--- src/design/spiefw_pkg.sv ---
// Package: register offsets, field positions, reset values and carriers
// of the serial controller's event flag and wakeup logic.
// Assumes an APB slave with 32-bit data and byte addresses.
`default_nettype none

package spiefw_pkg;
    // Bus and field widths
    localparam int APB_AW = 8;
    localparam int CNT_W = 6;
    localparam int FLAG_W = 16;
    localparam int WAKE_W = 4;
    localparam int LEN_W = 5;

    // Register offsets (byte addresses)
    localparam logic [APB_AW-1:0] OFS_EVENT_FLAGS = 8'h20;
    localparam logic [APB_AW-1:0] OFS_EVENT_ENABLES = 8'h24;
    localparam logic [APB_AW-1:0] OFS_WAKE_FLAGS = 8'h28;
    localparam logic [APB_AW-1:0] OFS_WAKE_ENABLES = 8'h2C;
    localparam logic [APB_AW-1:0] OFS_CTRL = 8'h40;
    localparam logic [APB_AW-1:0] OFS_STATUS = 8'h44;

    // Event flag bit positions
    localparam int BIT_TX_LEVEL = 0;
    localparam int BIT_TX_EMPTY = 1;
    localparam int BIT_RX_LEVEL = 2;
    localparam int BIT_RX_FULL = 3;
    localparam int BIT_SSA = 4;
    localparam int BIT_SSD = 5;
    localparam int BIT_RSV_LO = 6;
    localparam int BIT_RSV_HI = 7;
    localparam int BIT_FAULT = 8;
    localparam int BIT_ABORT = 9;
    localparam int BIT_RSV_MID = 10;
    localparam int BIT_M_DONE = 11;
    localparam int BIT_TX_OVR = 12;
    localparam int BIT_TX_UND = 13;
    localparam int BIT_RX_OVR = 14;
    localparam int BIT_RX_UND = 15;

    // Implemented bits and reset values
    localparam logic [FLAG_W-1:0] EVENT_USED = 16'hFB3F;
    localparam logic [FLAG_W-1:0] EVENT_RST = 16'h0002;
    localparam logic [FLAG_W-1:0] ENABLE_RST = 16'h0000;
    localparam logic [WAKE_W-1:0] WAKE_USED = 4'hF;
    localparam logic [WAKE_W-1:0] WAKE_RST = 4'h0;

    // Control register fields
    localparam int CTRL_MASTER = 0;
    localparam int CTRL_MM_EN = 1;
    localparam int CTRL_LEN_LSB = 4;
    localparam logic [LEN_W-1:0] CHAR_BITS_RST = 5'h08;

    // FIFO occupancy and programmed thresholds
    typedef struct packed {
        logic [CNT_W-1:0] rx_count;
        logic [CNT_W-1:0] tx_count;
        logic [CNT_W-1:0] rx_thresh;
        logic [CNT_W-1:0] tx_thresh;
    } spiefw_fifo_t;

    // One-cycle event strobes from FIFOs and shifter
    typedef struct packed {
        logic rx_read_empty;
        logic rx_write_full;
        logic tx_read_empty;
        logic tx_write_full;
        logic master_done;
        logic collision;
    } spiefw_strb_t;
endpackage : spiefw_pkg

`default_nettype wire

--- src/design/spiefw_sync.sv ---
// Two-stage synchroniser for a group of pin levels.
// Assumes the inputs are asynchronous to mclk.
`default_nettype none

module spiefw_sync #(
    parameter int W = 1
) (
    input wire logic mclk,
    input wire logic rst_n,
    input wire logic [W-1:0] async_in,
    output logic [W-1:0] sync_out
);
    logic [W-1:0] stage1;

    // First stage feeds only the second
    always_ff @(posedge mclk or negedge rst_n) begin
        if (!rst_n) begin
            stage1 <= '1;
            sync_out <= '1;
        end else begin
            stage1 <= async_in;
            sync_out <= stage1;
        end
    end
endmodule : spiefw_sync

`default_nettype wire

--- src/design/spiefw_flags.sv ---
// Bank of sticky flags, set by hardware, cleared by writing one.
// Assumes set and clear arrive on mclk; set beats clear.
`default_nettype none

module spiefw_flags #(
    parameter int W = 1,
    parameter logic [W-1:0] RST_VAL = '0
) (
    input wire logic mclk,
    input wire logic rst_n,
    input wire logic [W-1:0] set,
    input wire logic [W-1:0] clr,
    output logic [W-1:0] q
);
    logic [W-1:0] next_q;

    // Set wins over a clear in the same cycle
    assign next_q = (q & ~clr) | set;

    always_ff @(posedge mclk or negedge rst_n) begin
        if (!rst_n) begin
            q <= RST_VAL;
        end else begin
            q <= next_q;
        end
    end
endmodule : spiefw_flags

`default_nettype wire

--- src/design/spiefw_top.sv ---
// Event flags, interrupt enables and wakeup flags of a serial controller.
// Assumes FIFO counts and strobes come from logic on mclk, while the
// select lines and serial clock come from pins.
// Notes on behaviour
// - Slave select released mid character sets abort
// - Master, multi-master, foreign select sets fault
// - Bus collision also sets fault
// - Select line release sets released flag
// - Select line assertion sets asserted flag
// - Receive FIFO full sets full flag
// - Receive count above threshold sets flag
// - Transmit FIFO empty sets flag, reset one
// - Transmit count below threshold sets flag
// - Flags stay until software writes one
// - Enable bit per flag, reset zero
// - Enables for bits fifteen to eleven, nine, eight and five to zero
// - Wake flags bits three to zero, write-one-clear
// - Wake enables bits three to zero, reset zero
// - Read of empty receive FIFO sets underrun
// - Receive overrun flagged only as slave
// - Transmit underrun flagged only as slave
// - Master done flag when transactions finish
`default_nettype none

module spiefw_top #(
    parameter int NUM_SS = 4,
    parameter int FIFO_DEPTH = 32
) (
    input wire logic mclk,
    input wire logic rst_n,
    input wire logic psel,
    input wire logic penable,
    input wire logic pwrite,
    input wire logic [spiefw_pkg::APB_AW-1:0] paddr,
    input wire logic [31:0] pwdata,
    output logic [31:0] prdata,
    output logic pready,
    output logic pslverr,
    input wire logic sclk_in,
    input wire logic [NUM_SS-1:0] ss_n_in,
    input wire spiefw_pkg::spiefw_fifo_t fifo,
    input wire spiefw_pkg::spiefw_strb_t strb,
    output logic irq,
    output logic wake
);
    import spiefw_pkg::*;

    ////////////////////////////////////////////////////////////////////
    // Declarations
    logic [NUM_SS:0] pins_s;
    logic [NUM_SS-1:0] ss_s;
    logic [NUM_SS-1:0] ss_d;
    logic [NUM_SS-1:0] ss_asrt;
    logic [NUM_SS-1:0] ss_deas;
    logic sclk_s;
    logic sclk_d;
    logic sclk_rise;
    logic slave_sel;
    logic char_end;
    logic [LEN_W-1:0] bit_cnt;
    logic [LEN_W-1:0] next_bit_cnt;
    logic ctrl_master;
    logic ctrl_mm;
    logic [LEN_W-1:0] ctrl_len;
    logic [FLAG_W-1:0] event_q;
    logic [FLAG_W-1:0] event_en;
    logic [FLAG_W-1:0] ev_set;
    logic [FLAG_W-1:0] ev_clr;
    logic [WAKE_W-1:0] wake_q;
    logic [WAKE_W-1:0] wake_en;
    logic [WAKE_W-1:0] wk_clr;
    logic sel_ev;
    logic sel_en;
    logic sel_wk;
    logic sel_wen;
    logic sel_ctrl;
    logic sel_stat;
    logic addr_hit;
    logic acc_first;
    logic wr_fire;
    logic [FLAG_W-1:0] stat16;
    logic [31:0] rd_data;

    // Widen a 16-bit field to a bus word
    function automatic logic [31:0] pad16(input logic [15:0] v);
        pad16 = {16'h0000, v};
    endfunction : pad16

    ////////////////////////////////////////////////////////////////////
    // Pin synchronisers and edge detection
    spiefw_sync #(
        .W(NUM_SS + 1)
    ) u_sync (
        .mclk(mclk),
        .rst_n(rst_n),
        .async_in({sclk_in, ss_n_in}),
        .sync_out(pins_s)
    );

    assign ss_s = pins_s[NUM_SS-1:0];
    assign sclk_s = pins_s[NUM_SS];

    // Previous synchronised levels
    always_ff @(posedge mclk or negedge rst_n) begin
        if (!rst_n) begin
            ss_d <= '1;
            // Match the synchroniser's reset level so no false rise follows
            sclk_d <= 1'b1;
        end else begin
            ss_d <= ss_s;
            sclk_d <= sclk_s;
        end
    end

    // Select lines are active low
    assign ss_asrt = ss_d & ~ss_s;
    assign ss_deas = ~ss_d & ss_s;
    assign sclk_rise = sclk_s & ~sclk_d;
    assign slave_sel = ~ss_s[0];

    ////////////////////////////////////////////////////////////////////
    // Bit counter within a slave character
    assign char_end = (bit_cnt + 5'h01) >= ctrl_len;
    assign next_bit_cnt = !slave_sel ? '0 :
                          !sclk_rise ? bit_cnt :
                          char_end ? '0 : bit_cnt + 5'h01;

    always_ff @(posedge mclk or negedge rst_n) begin
        if (!rst_n) begin
            bit_cnt <= '0;
        end else begin
            bit_cnt <= next_bit_cnt;
        end
    end

    ////////////////////////////////////////////////////////////////////
    // Event sources
    assign ev_set[BIT_TX_LEVEL] = fifo.tx_count < fifo.tx_thresh;
    assign ev_set[BIT_TX_EMPTY] = fifo.tx_count == '0;
    assign ev_set[BIT_RX_LEVEL] = fifo.rx_count > fifo.rx_thresh;
    assign ev_set[BIT_RX_FULL] =
        fifo.rx_count == CNT_W'(FIFO_DEPTH);
    assign ev_set[BIT_SSA] = |ss_asrt;
    assign ev_set[BIT_SSD] = |ss_deas;
    assign ev_set[BIT_RSV_LO] = 1'b0;
    assign ev_set[BIT_RSV_HI] = 1'b0;
    assign ev_set[BIT_FAULT] =
        (ctrl_master & ctrl_mm & ~&ss_s)
        | strb.collision;
    assign ev_set[BIT_ABORT] =
        ~ctrl_master & ss_deas[0] & (bit_cnt != '0);
    assign ev_set[BIT_RSV_MID] = 1'b0;
    assign ev_set[BIT_M_DONE] = ctrl_master & strb.master_done;
    assign ev_set[BIT_TX_OVR] = strb.tx_write_full;
    assign ev_set[BIT_TX_UND] =
        ~ctrl_master & strb.tx_read_empty;
    assign ev_set[BIT_RX_OVR] =
        ~ctrl_master & strb.rx_write_full;
    assign ev_set[BIT_RX_UND] = strb.rx_read_empty;

    ////////////////////////////////////////////////////////////////////
    // APB decode
    assign sel_ev = paddr == OFS_EVENT_FLAGS;
    assign sel_en = paddr == OFS_EVENT_ENABLES;
    assign sel_wk = paddr == OFS_WAKE_FLAGS;
    assign sel_wen = paddr == OFS_WAKE_ENABLES;
    assign sel_ctrl = paddr == OFS_CTRL;
    assign sel_stat = paddr == OFS_STATUS;
    assign addr_hit = sel_ev | sel_en | sel_wk | sel_wen | sel_ctrl
                      | sel_stat;
    assign acc_first = psel & penable & ~pready;
    assign wr_fire = psel & penable & pready & pwrite & addr_hit;

    // Write-one-clear masks
    assign ev_clr = (wr_fire & sel_ev) ?
                    pwdata[FLAG_W-1:0] & EVENT_USED : '0;
    assign wk_clr = (wr_fire & sel_wk) ?
                    pwdata[WAKE_W-1:0] & WAKE_USED : '0;

    // Read selection
    assign stat16 = {3'h0, bit_cnt, 8'h00} | 16'(ss_s);
    assign rd_data =
        sel_ev ? pad16(event_q) :
        sel_en ? pad16(event_en) :
        sel_wk ? pad16({12'h000, wake_q}) :
        sel_wen ? pad16({12'h000, wake_en}) :
        sel_ctrl ? pad16({7'h00, ctrl_len, 2'h0, ctrl_mm, ctrl_master}) :
        sel_stat ? pad16(stat16) : 32'h00000000;

    ////////////////////////////////////////////////////////////////////
    // Flag banks
    spiefw_flags #(
        .W(FLAG_W),
        .RST_VAL(EVENT_RST)
    ) u_event (
        .mclk(mclk),
        .rst_n(rst_n),
        .set(ev_set),
        .clr(ev_clr),
        .q(event_q)
    );

    spiefw_flags #(
        .W(WAKE_W),
        .RST_VAL(WAKE_RST)
    ) u_wake (
        .mclk(mclk),
        .rst_n(rst_n),
        .set(ev_set[WAKE_W-1:0]),
        .clr(wk_clr),
        .q(wake_q)
    );

    ////////////////////////////////////////////////////////////////////
    // Enable and control registers
    always_ff @(posedge mclk or negedge rst_n) begin
        if (!rst_n) begin
            event_en <= ENABLE_RST;
            wake_en <= WAKE_RST;
            ctrl_master <= 1'b0;
            ctrl_mm <= 1'b0;
            ctrl_len <= CHAR_BITS_RST;
        end else if (wr_fire) begin
            if (sel_en) begin
                event_en <= pwdata[FLAG_W-1:0] & EVENT_USED;
            end
            if (sel_wen) begin
                wake_en <= pwdata[WAKE_W-1:0] & WAKE_USED;
            end
            if (sel_ctrl) begin
                ctrl_master <= pwdata[CTRL_MASTER];
                ctrl_mm <= pwdata[CTRL_MM_EN];
                ctrl_len <= pwdata[CTRL_LEN_LSB +: LEN_W];
            end
        end
    end

    // APB answer one cycle into the access phase
    always_ff @(posedge mclk or negedge rst_n) begin
        if (!rst_n) begin
            pready <= 1'b0;
            pslverr <= 1'b0;
            prdata <= '0;
        end else begin
            pready <= acc_first;
            pslverr <= acc_first & ~addr_hit;
            if (acc_first) begin
                prdata <= pwrite ? 32'h00000000 : rd_data;
            end
        end
    end

    // Request outputs
    always_ff @(posedge mclk or negedge rst_n) begin
        if (!rst_n) begin
            irq <= 1'b0;
            wake <= 1'b0;
        end else begin
            irq <= |(event_q & event_en);
            wake <= |(wake_q & wake_en);
        end
    end
endmodule : spiefw_top

`default_nettype wire

--- config.mk ---
export PLATFORM = sky130hd
export DESIGN_NAME = spiefw_top
export DESIGN_NICKNAME = d
export VERILOG_FILES = /design/src/design/spiefw_pkg.sv /design/src/design/spiefw_sync.sv /design/src/design/spiefw_flags.sv /design/src/design/spiefw_top.sv
export SDC_FILE = /design/constraint.sdc
export NUM_CORES = 1
export LEC_CHECK = 0
export BUFFER_PORTS_ARGS = -buffer_cell sky130_fd_sc_hd__buf_2
export CORE_ASPECT_RATIO = 0.8
export CORE_MARGIN = 4
export CORE_UTILIZATION = 57
export DETAILED_ROUTE_END_ITERATION = 10
export GPL_ROUTABILITY_DRIVEN = 0
export GPL_TIMING_DRIVEN = 0
export PLACE_DENSITY = 0.85
export SYNTH_ARGS = -nofsm -noshare
export SYNTH_HDL_FRONTEND = slang
export SYNTH_HIERARCHICAL = 1
export SYNTH_SLANG_ARGS = --single-unit
--- constraint.sdc ---
create_clock -name mclk -period 5.7 [get_ports mclk]
set_input_delay 0.855 -clock mclk [delete_from_list [all_inputs] [get_ports mclk]]
set_output_delay 0.855 -clock mclk [all_outputs]
set_load 0.02 [all_outputs]
==> flow_summary.html <==
<table>
<tr><th>Metric</th><th>Value</th></tr>
<tr><th colspan="2">Place</th></tr>
<tr><td>Worst slack after detailed placement</td><td>2520 ps</td></tr>
<tr><td>Post-DP HPWL</td><td>8280 um</td></tr>
<tr><td>Number of port buffers</td><td>82</td></tr>
<tr><td>Cell Area, Placed</td><td>5050 um^2</td></tr>
<tr><th colspan="2">GRT</th></tr>
<tr><td>Antenna violations before repair</td><td>0</td></tr>
<tr><td>Global-route wire length before repair</td><td>17600 um</td></tr>
<tr><td>Number of global-route vias before repair</td><td>3584</td></tr>
<tr><td>Pin count of the biggest net entering global routing</td><td>49</td></tr>
<tr><td>Overflow after GRT</td><td>0</td></tr>
<tr><td>Tot GR Track Use</td><td>24.7%</td></tr>
<tr><th colspan="2">STA</th></tr>
<tr><td>Total negative setup slack</td><td>0 ps</td></tr>
<tr><td>Slew Viols, Final</td><td>0</td></tr>
<tr><td>Min cycle time layout</td><td>slightly below 3000 ps</td></tr>
<tr><td>Hold Vio Cnt, Final</td><td>0</td></tr>
<tr><td>Unrepaired setup endpoints after global routing</td><td>false</td></tr>
<tr><td>Max Freq</td><td>344 MHz</td></tr>
<tr><td>Remaining max-slew budget at the tightest pin</td><td>55.5%</td></tr>
<tr><td>Final count of negative-setup-slack endpoints</td><td>0</td></tr>
<tr><td>Minimum hold slack</td><td>357 ps</td></tr>
<tr><td>Largest clock skew in the final design</td><td>6.66 ps</td></tr>
<tr><td>Period utilization</td><td>between 50 and 60%</td></tr>
<tr><td>Measured slew at the worst slew-check pin</td><td>~660 ps</td></tr>
<tr><td>Min setup slack post-route</td><td>2790 ps</td></tr>
<tr><th colspan="2">Worst setup path</th></tr>
<tr><td>Maximum fanout along the worst path</td><td>10</td></tr>
<tr><td>Slowest cell delay on critical path</td><td>570 ps</td></tr>
<tr><td>Category of cells accounting for the largest share of critical-path delay</td><td>simple AND/OR/NAND/NOR gates</td></tr>
<tr><td>Critical Path Start Type</td><td>input pin</td></tr>
<tr><td>Critical-path cell list</td><td>buf_2 -&gt; nor3_2 -&gt; nand2_1 -&gt; nor3_1 -&gt; clkbuf_1 -&gt; and2_1 -&gt; inv_1 -&gt; a21o_1</td></tr>
<tr><td>Setup CP Type</td><td>in -&gt; reg</td></tr>
<tr><td>Worst-path cell with the longest stage delay</td><td>nor3_1</td></tr>
<tr><td>Endpoint arrival time on the critical path</td><td>~3200 ps</td></tr>
<tr><td>Worst EP required</td><td>5940 ps</td></tr>
<tr><td>CP Buf/Inv Count</td><td>3</td></tr>
<tr><td>Nature of the critical path endpoint</td><td>flop</td></tr>
<tr><th colspan="2">Synthesis</th></tr>
<tr><td>Register bit count reported by yosys</td><td>84</td></tr>
<tr><td>FFs w/ async S/R, synth</td><td>between 90% and 100%</td></tr>
<tr><td>Post-synthesis cell count</td><td>429</td></tr>
<tr><td>Yosys warning total</td><td>6</td></tr>
<tr><td>Post-synthesis cell area</td><td>4400 um^2</td></tr>
<tr><td>Main synth FF type</td><td>dfrtp_1</td></tr>
<tr><td>Number of different library cells in the post-synthesis netlist</td><td>54</td></tr>
<tr><td>Number of enable flip-flop cells after synthesis</td><td>0</td></tr>
<tr><td>Mean area per synthesized cell</td><td>slightly above 10 um^2</td></tr>
<tr><td>Proportion of synthesized chip area in sequential cells</td><td>48.3%</td></tr>
<tr><th colspan="2">Clock tree</th></tr>
<tr><td>Post-CTS setup-driven buffer insertion count</td><td>0</td></tr>
<tr><td>Number of buffers created by CTS</td><td>9</td></tr>
<tr><td>H-tree depth</td><td>3</td></tr>
<tr><td>Quantity of gates resized following cts</td><td>0</td></tr>
<tr><td>Clock transition at the registers of the reported paths</td><td>70 ps</td></tr>
<tr><td>TritonCTS clock tree</td><td>done</td></tr>
<tr><td>Clk sink count</td><td>84</td></tr>
<tr><td>Hold_buf cts</td><td>0</td></tr>
<tr><td>Maximum number of buffers from clock root to sink</td><td>2</td></tr>
<tr><td>Clock root cell</td><td>clkbuf_8</td></tr>
<tr><td>Worst-skew pair later-pin latency</td><td>350 ps</td></tr>
<tr><th colspan="2">Layout</th></tr>
<tr><td>Antenna cell count</td><td>0</td></tr>
<tr><td>Proportion of layout cells with a drive suffix above 1</td><td>29.9%</td></tr>
<tr><td>Total non-filler cell area in the finished layout</td><td>5210 um^2</td></tr>
<tr><td>Final net count</td><td>642</td></tr>
<tr><td>Area overhead of the layout relative to synthesis</td><td>18.5%</td></tr>
<tr><th colspan="2">Routing</th></tr>
<tr><td>Post-DRT Antenna Nets</td><td>0</td></tr>
<tr><td>Via density</td><td>5.58</td></tr>
<tr><td>Total Routed Length</td><td>around 11000 um</td></tr>
<tr><td>Detailed-router iteration count before antenna repair</td><td>5</td></tr>
<tr><td>Final routed wire length divided by cell count</td><td>approximately 17 um</td></tr>
<tr><td>Via count</td><td>around 3600</td></tr>
<tr><td>Post-route DRC</td><td>0</td></tr>
<tr><td>DRC violation total after the first TritonRoute iteration</td><td>249</td></tr>
<tr><th colspan="2">Power</th></tr>
<tr><td>VDD IR max</td><td>190 uV</td></tr>
<tr><td>Static Leakage</td><td>2.57 nW</td></tr>
<tr><td>Power density of the placed cells</td><td>around 220 nW/um^2</td></tr>
<tr><td>Total design power</td><td>around 1.1 mW</td></tr>
<tr><th colspan="2">Worst hold path</th></tr>
<tr><td>Hold Path Class</td><td>reg -&gt; reg</td></tr>
<tr><th colspan="2">Die</th></tr>
<tr><td>Cell Rows</td><td>28</td></tr>
<tr><td>Initial core utilization</td><td>58.9%</td></tr>
<tr><td>Die height</td><td>86.5 um</td></tr>
<tr><td># IOs</td><td>~120</td></tr>
<tr><td>Die Wd</td><td>106 um</td></tr>
<tr><td>Core footprint</td><td>7460 um^2</td></tr>
<tr><td>Full die area</td><td>9190 um^2</td></tr>
<tr><th colspan="2">Run</th></tr>
<tr><td>Max-capacitance violation count</td><td>0</td></tr>
<tr><th colspan="2">Run status</th></tr>
<tr><td>Result of the run</td><td>finished clean</td></tr>
</table>
[worst register-to-register path: stages (launching register included)]
cell and delay, ps:
dfrtp_1 470, ha_1 270, nand3_1 110, xnor2_1 250
ha_1 300, a211oi_1 240, and3_1 280, o21ai_0 160
o21ai_0 180
[metrics by stage]
| step | utilization, % | std cells |
|---|---|---|
| finish | 69.8 | 654 |
| global route | 69.8 | 654 |
| CTS | 69.8 | 654 |
| detailed placement | 67.6 | 638 |
| global placement | 67.2 | 637 |
| floorplan | - | 450 |
[kinds of logic (layout without fill, tap and decap cells)]
| kind of cell | count (synthesis) | after routing | synth area share [%] |
|---|---|---|---|
| fa+ha+maj | 18 | 18 | 5.12 |
| flops | 84 | 84 | 48.3 |
| xor+xnor | 3 | 3 | 0.598 |
| mux | 30 | 30 | 7.52 |
| simple gates | 116 | 116 | 14.4 |
| compound gates | 102 | 102 | 16.2 |
| buf+inv | 75 | 174 | 7.80 |
| other cells | 1 | 22 | 0.0853 |
[cell type report]
class	instances	area [um^2]
fill	566	2250
tap	105	131
clock inverter	3	15.0
inverter	47	176
multi-input combinational	291	2010
timing repair buffer	83	440
sequential	84	2120
buffer	28	166
clock buffer	13	149
[registers in the layout (all words and copies together), names as in the netlist, 5 cells and up]
name / flops
u_sync/sync_out: 5
bit_cnt: 5
prdata: 16
ctrl_len: 5
event_en: 13
u_event/q: 16
u_sync/stage1: 5
[final timing paths]
path	end	from	slack, ps	cells after the start
max in group asynchronous	u_sync/sync_out[4]	rst_n	4580	2
min in group asynchronous	event_en[14]	rst_n	460	1
hold reg to reg	u_sync/sync_out[3]	u_sync/stage1[3]	360	0
setup reg to reg	bit_cnt[0]	bit_cnt[0]	3360	8
setup / recovery	u_event/q[8]	paddr[1]	2790	8
hold / removal	u_sync/sync_out[3]	u_sync/stage1[3]	360	0
[cells in the final DEF (no fill, tap or decap), drive strengths merged, types with 5 or more instances in the layout]
cell	n
nor3	12
nand3	8
a31o	5
a21o	23
mux2i	6
clkbuf	21
a21oi	13
dfstp	17
o22ai	7
and2	16
mux2	24
inv	47
ha	18
buf	103
nor2b	9
nand2	37
and3	5
conb	22
dfrtp	67
nor2	11
o21ai	17
a22oi	7
[cells in the mapped netlist (all sizes together), types with 2 or more instances]
| master | count | area share, % |
|---|---|---|
| and3 | 5 | 0.71 |
| xnor2 | 2 | 0.40 |
| a31oi | 2 | 0.28 |
| mux2 | 24 | 6.1 |
| o22ai | 7 | 1.0 |
| a32o | 2 | 0.46 |
| o2111ai | 2 | 0.40 |
| o41ai | 4 | 0.80 |
| a21oi | 13 | 1.5 |
| o211ai | 3 | 0.51 |
| nor2 | 11 | 0.94 |
| dfstp | 17 | 10 |
| a221oi | 2 | 0.40 |
| a21o | 23 | 3.9 |
| dfrtp | 67 | 38 |
| or4b | 2 | 0.46 |
| ha | 18 | 5.1 |
| buf | 20 | 3.1 |
| nand4 | 3 | 0.43 |
| a31o | 5 | 1.0 |
| nor4b | 3 | 0.88 |
| and2 | 16 | 2.3 |
| inv | 47 | 4.0 |
| clkbuf | 8 | 0.68 |
| a21boi | 3 | 0.51 |
| nor3 | 12 | 1.7 |
| a211oi | 2 | 0.34 |
| nand2 | 37 | 3.2 |
| or4 | 2 | 0.34 |
| o21ai | 17 | 1.9 |
| o31ai | 3 | 0.51 |
| nand2b | 3 | 0.43 |
| nand3 | 8 | 0.91 |
| a22o | 2 | 0.40 |
| o32ai | 2 | 0.40 |
| a22oi | 7 | 1.2 |
| nor2b | 9 | 1.3 |
| mux2i | 6 | 1.4 |
[per-layer routing]
metal,track usage (%),vias up,part of all wire [%]
met3,6.78,24,9.6
met1,33.3,1739,41
met5,0,-,0
li1,-,1704,-
met4,8.35,0,2.3
met2,39.1,180,47
[power by group]
group	switching, mW	internal [mW]	total (mW)
Sequential	0.0123	0.617	0.629
Clock	0.199	0.169	0.367
Combinational	0.0782	0.0548	0.133
Total	0.289	0.840	1.13
Power figures use the tool's default switching activity.
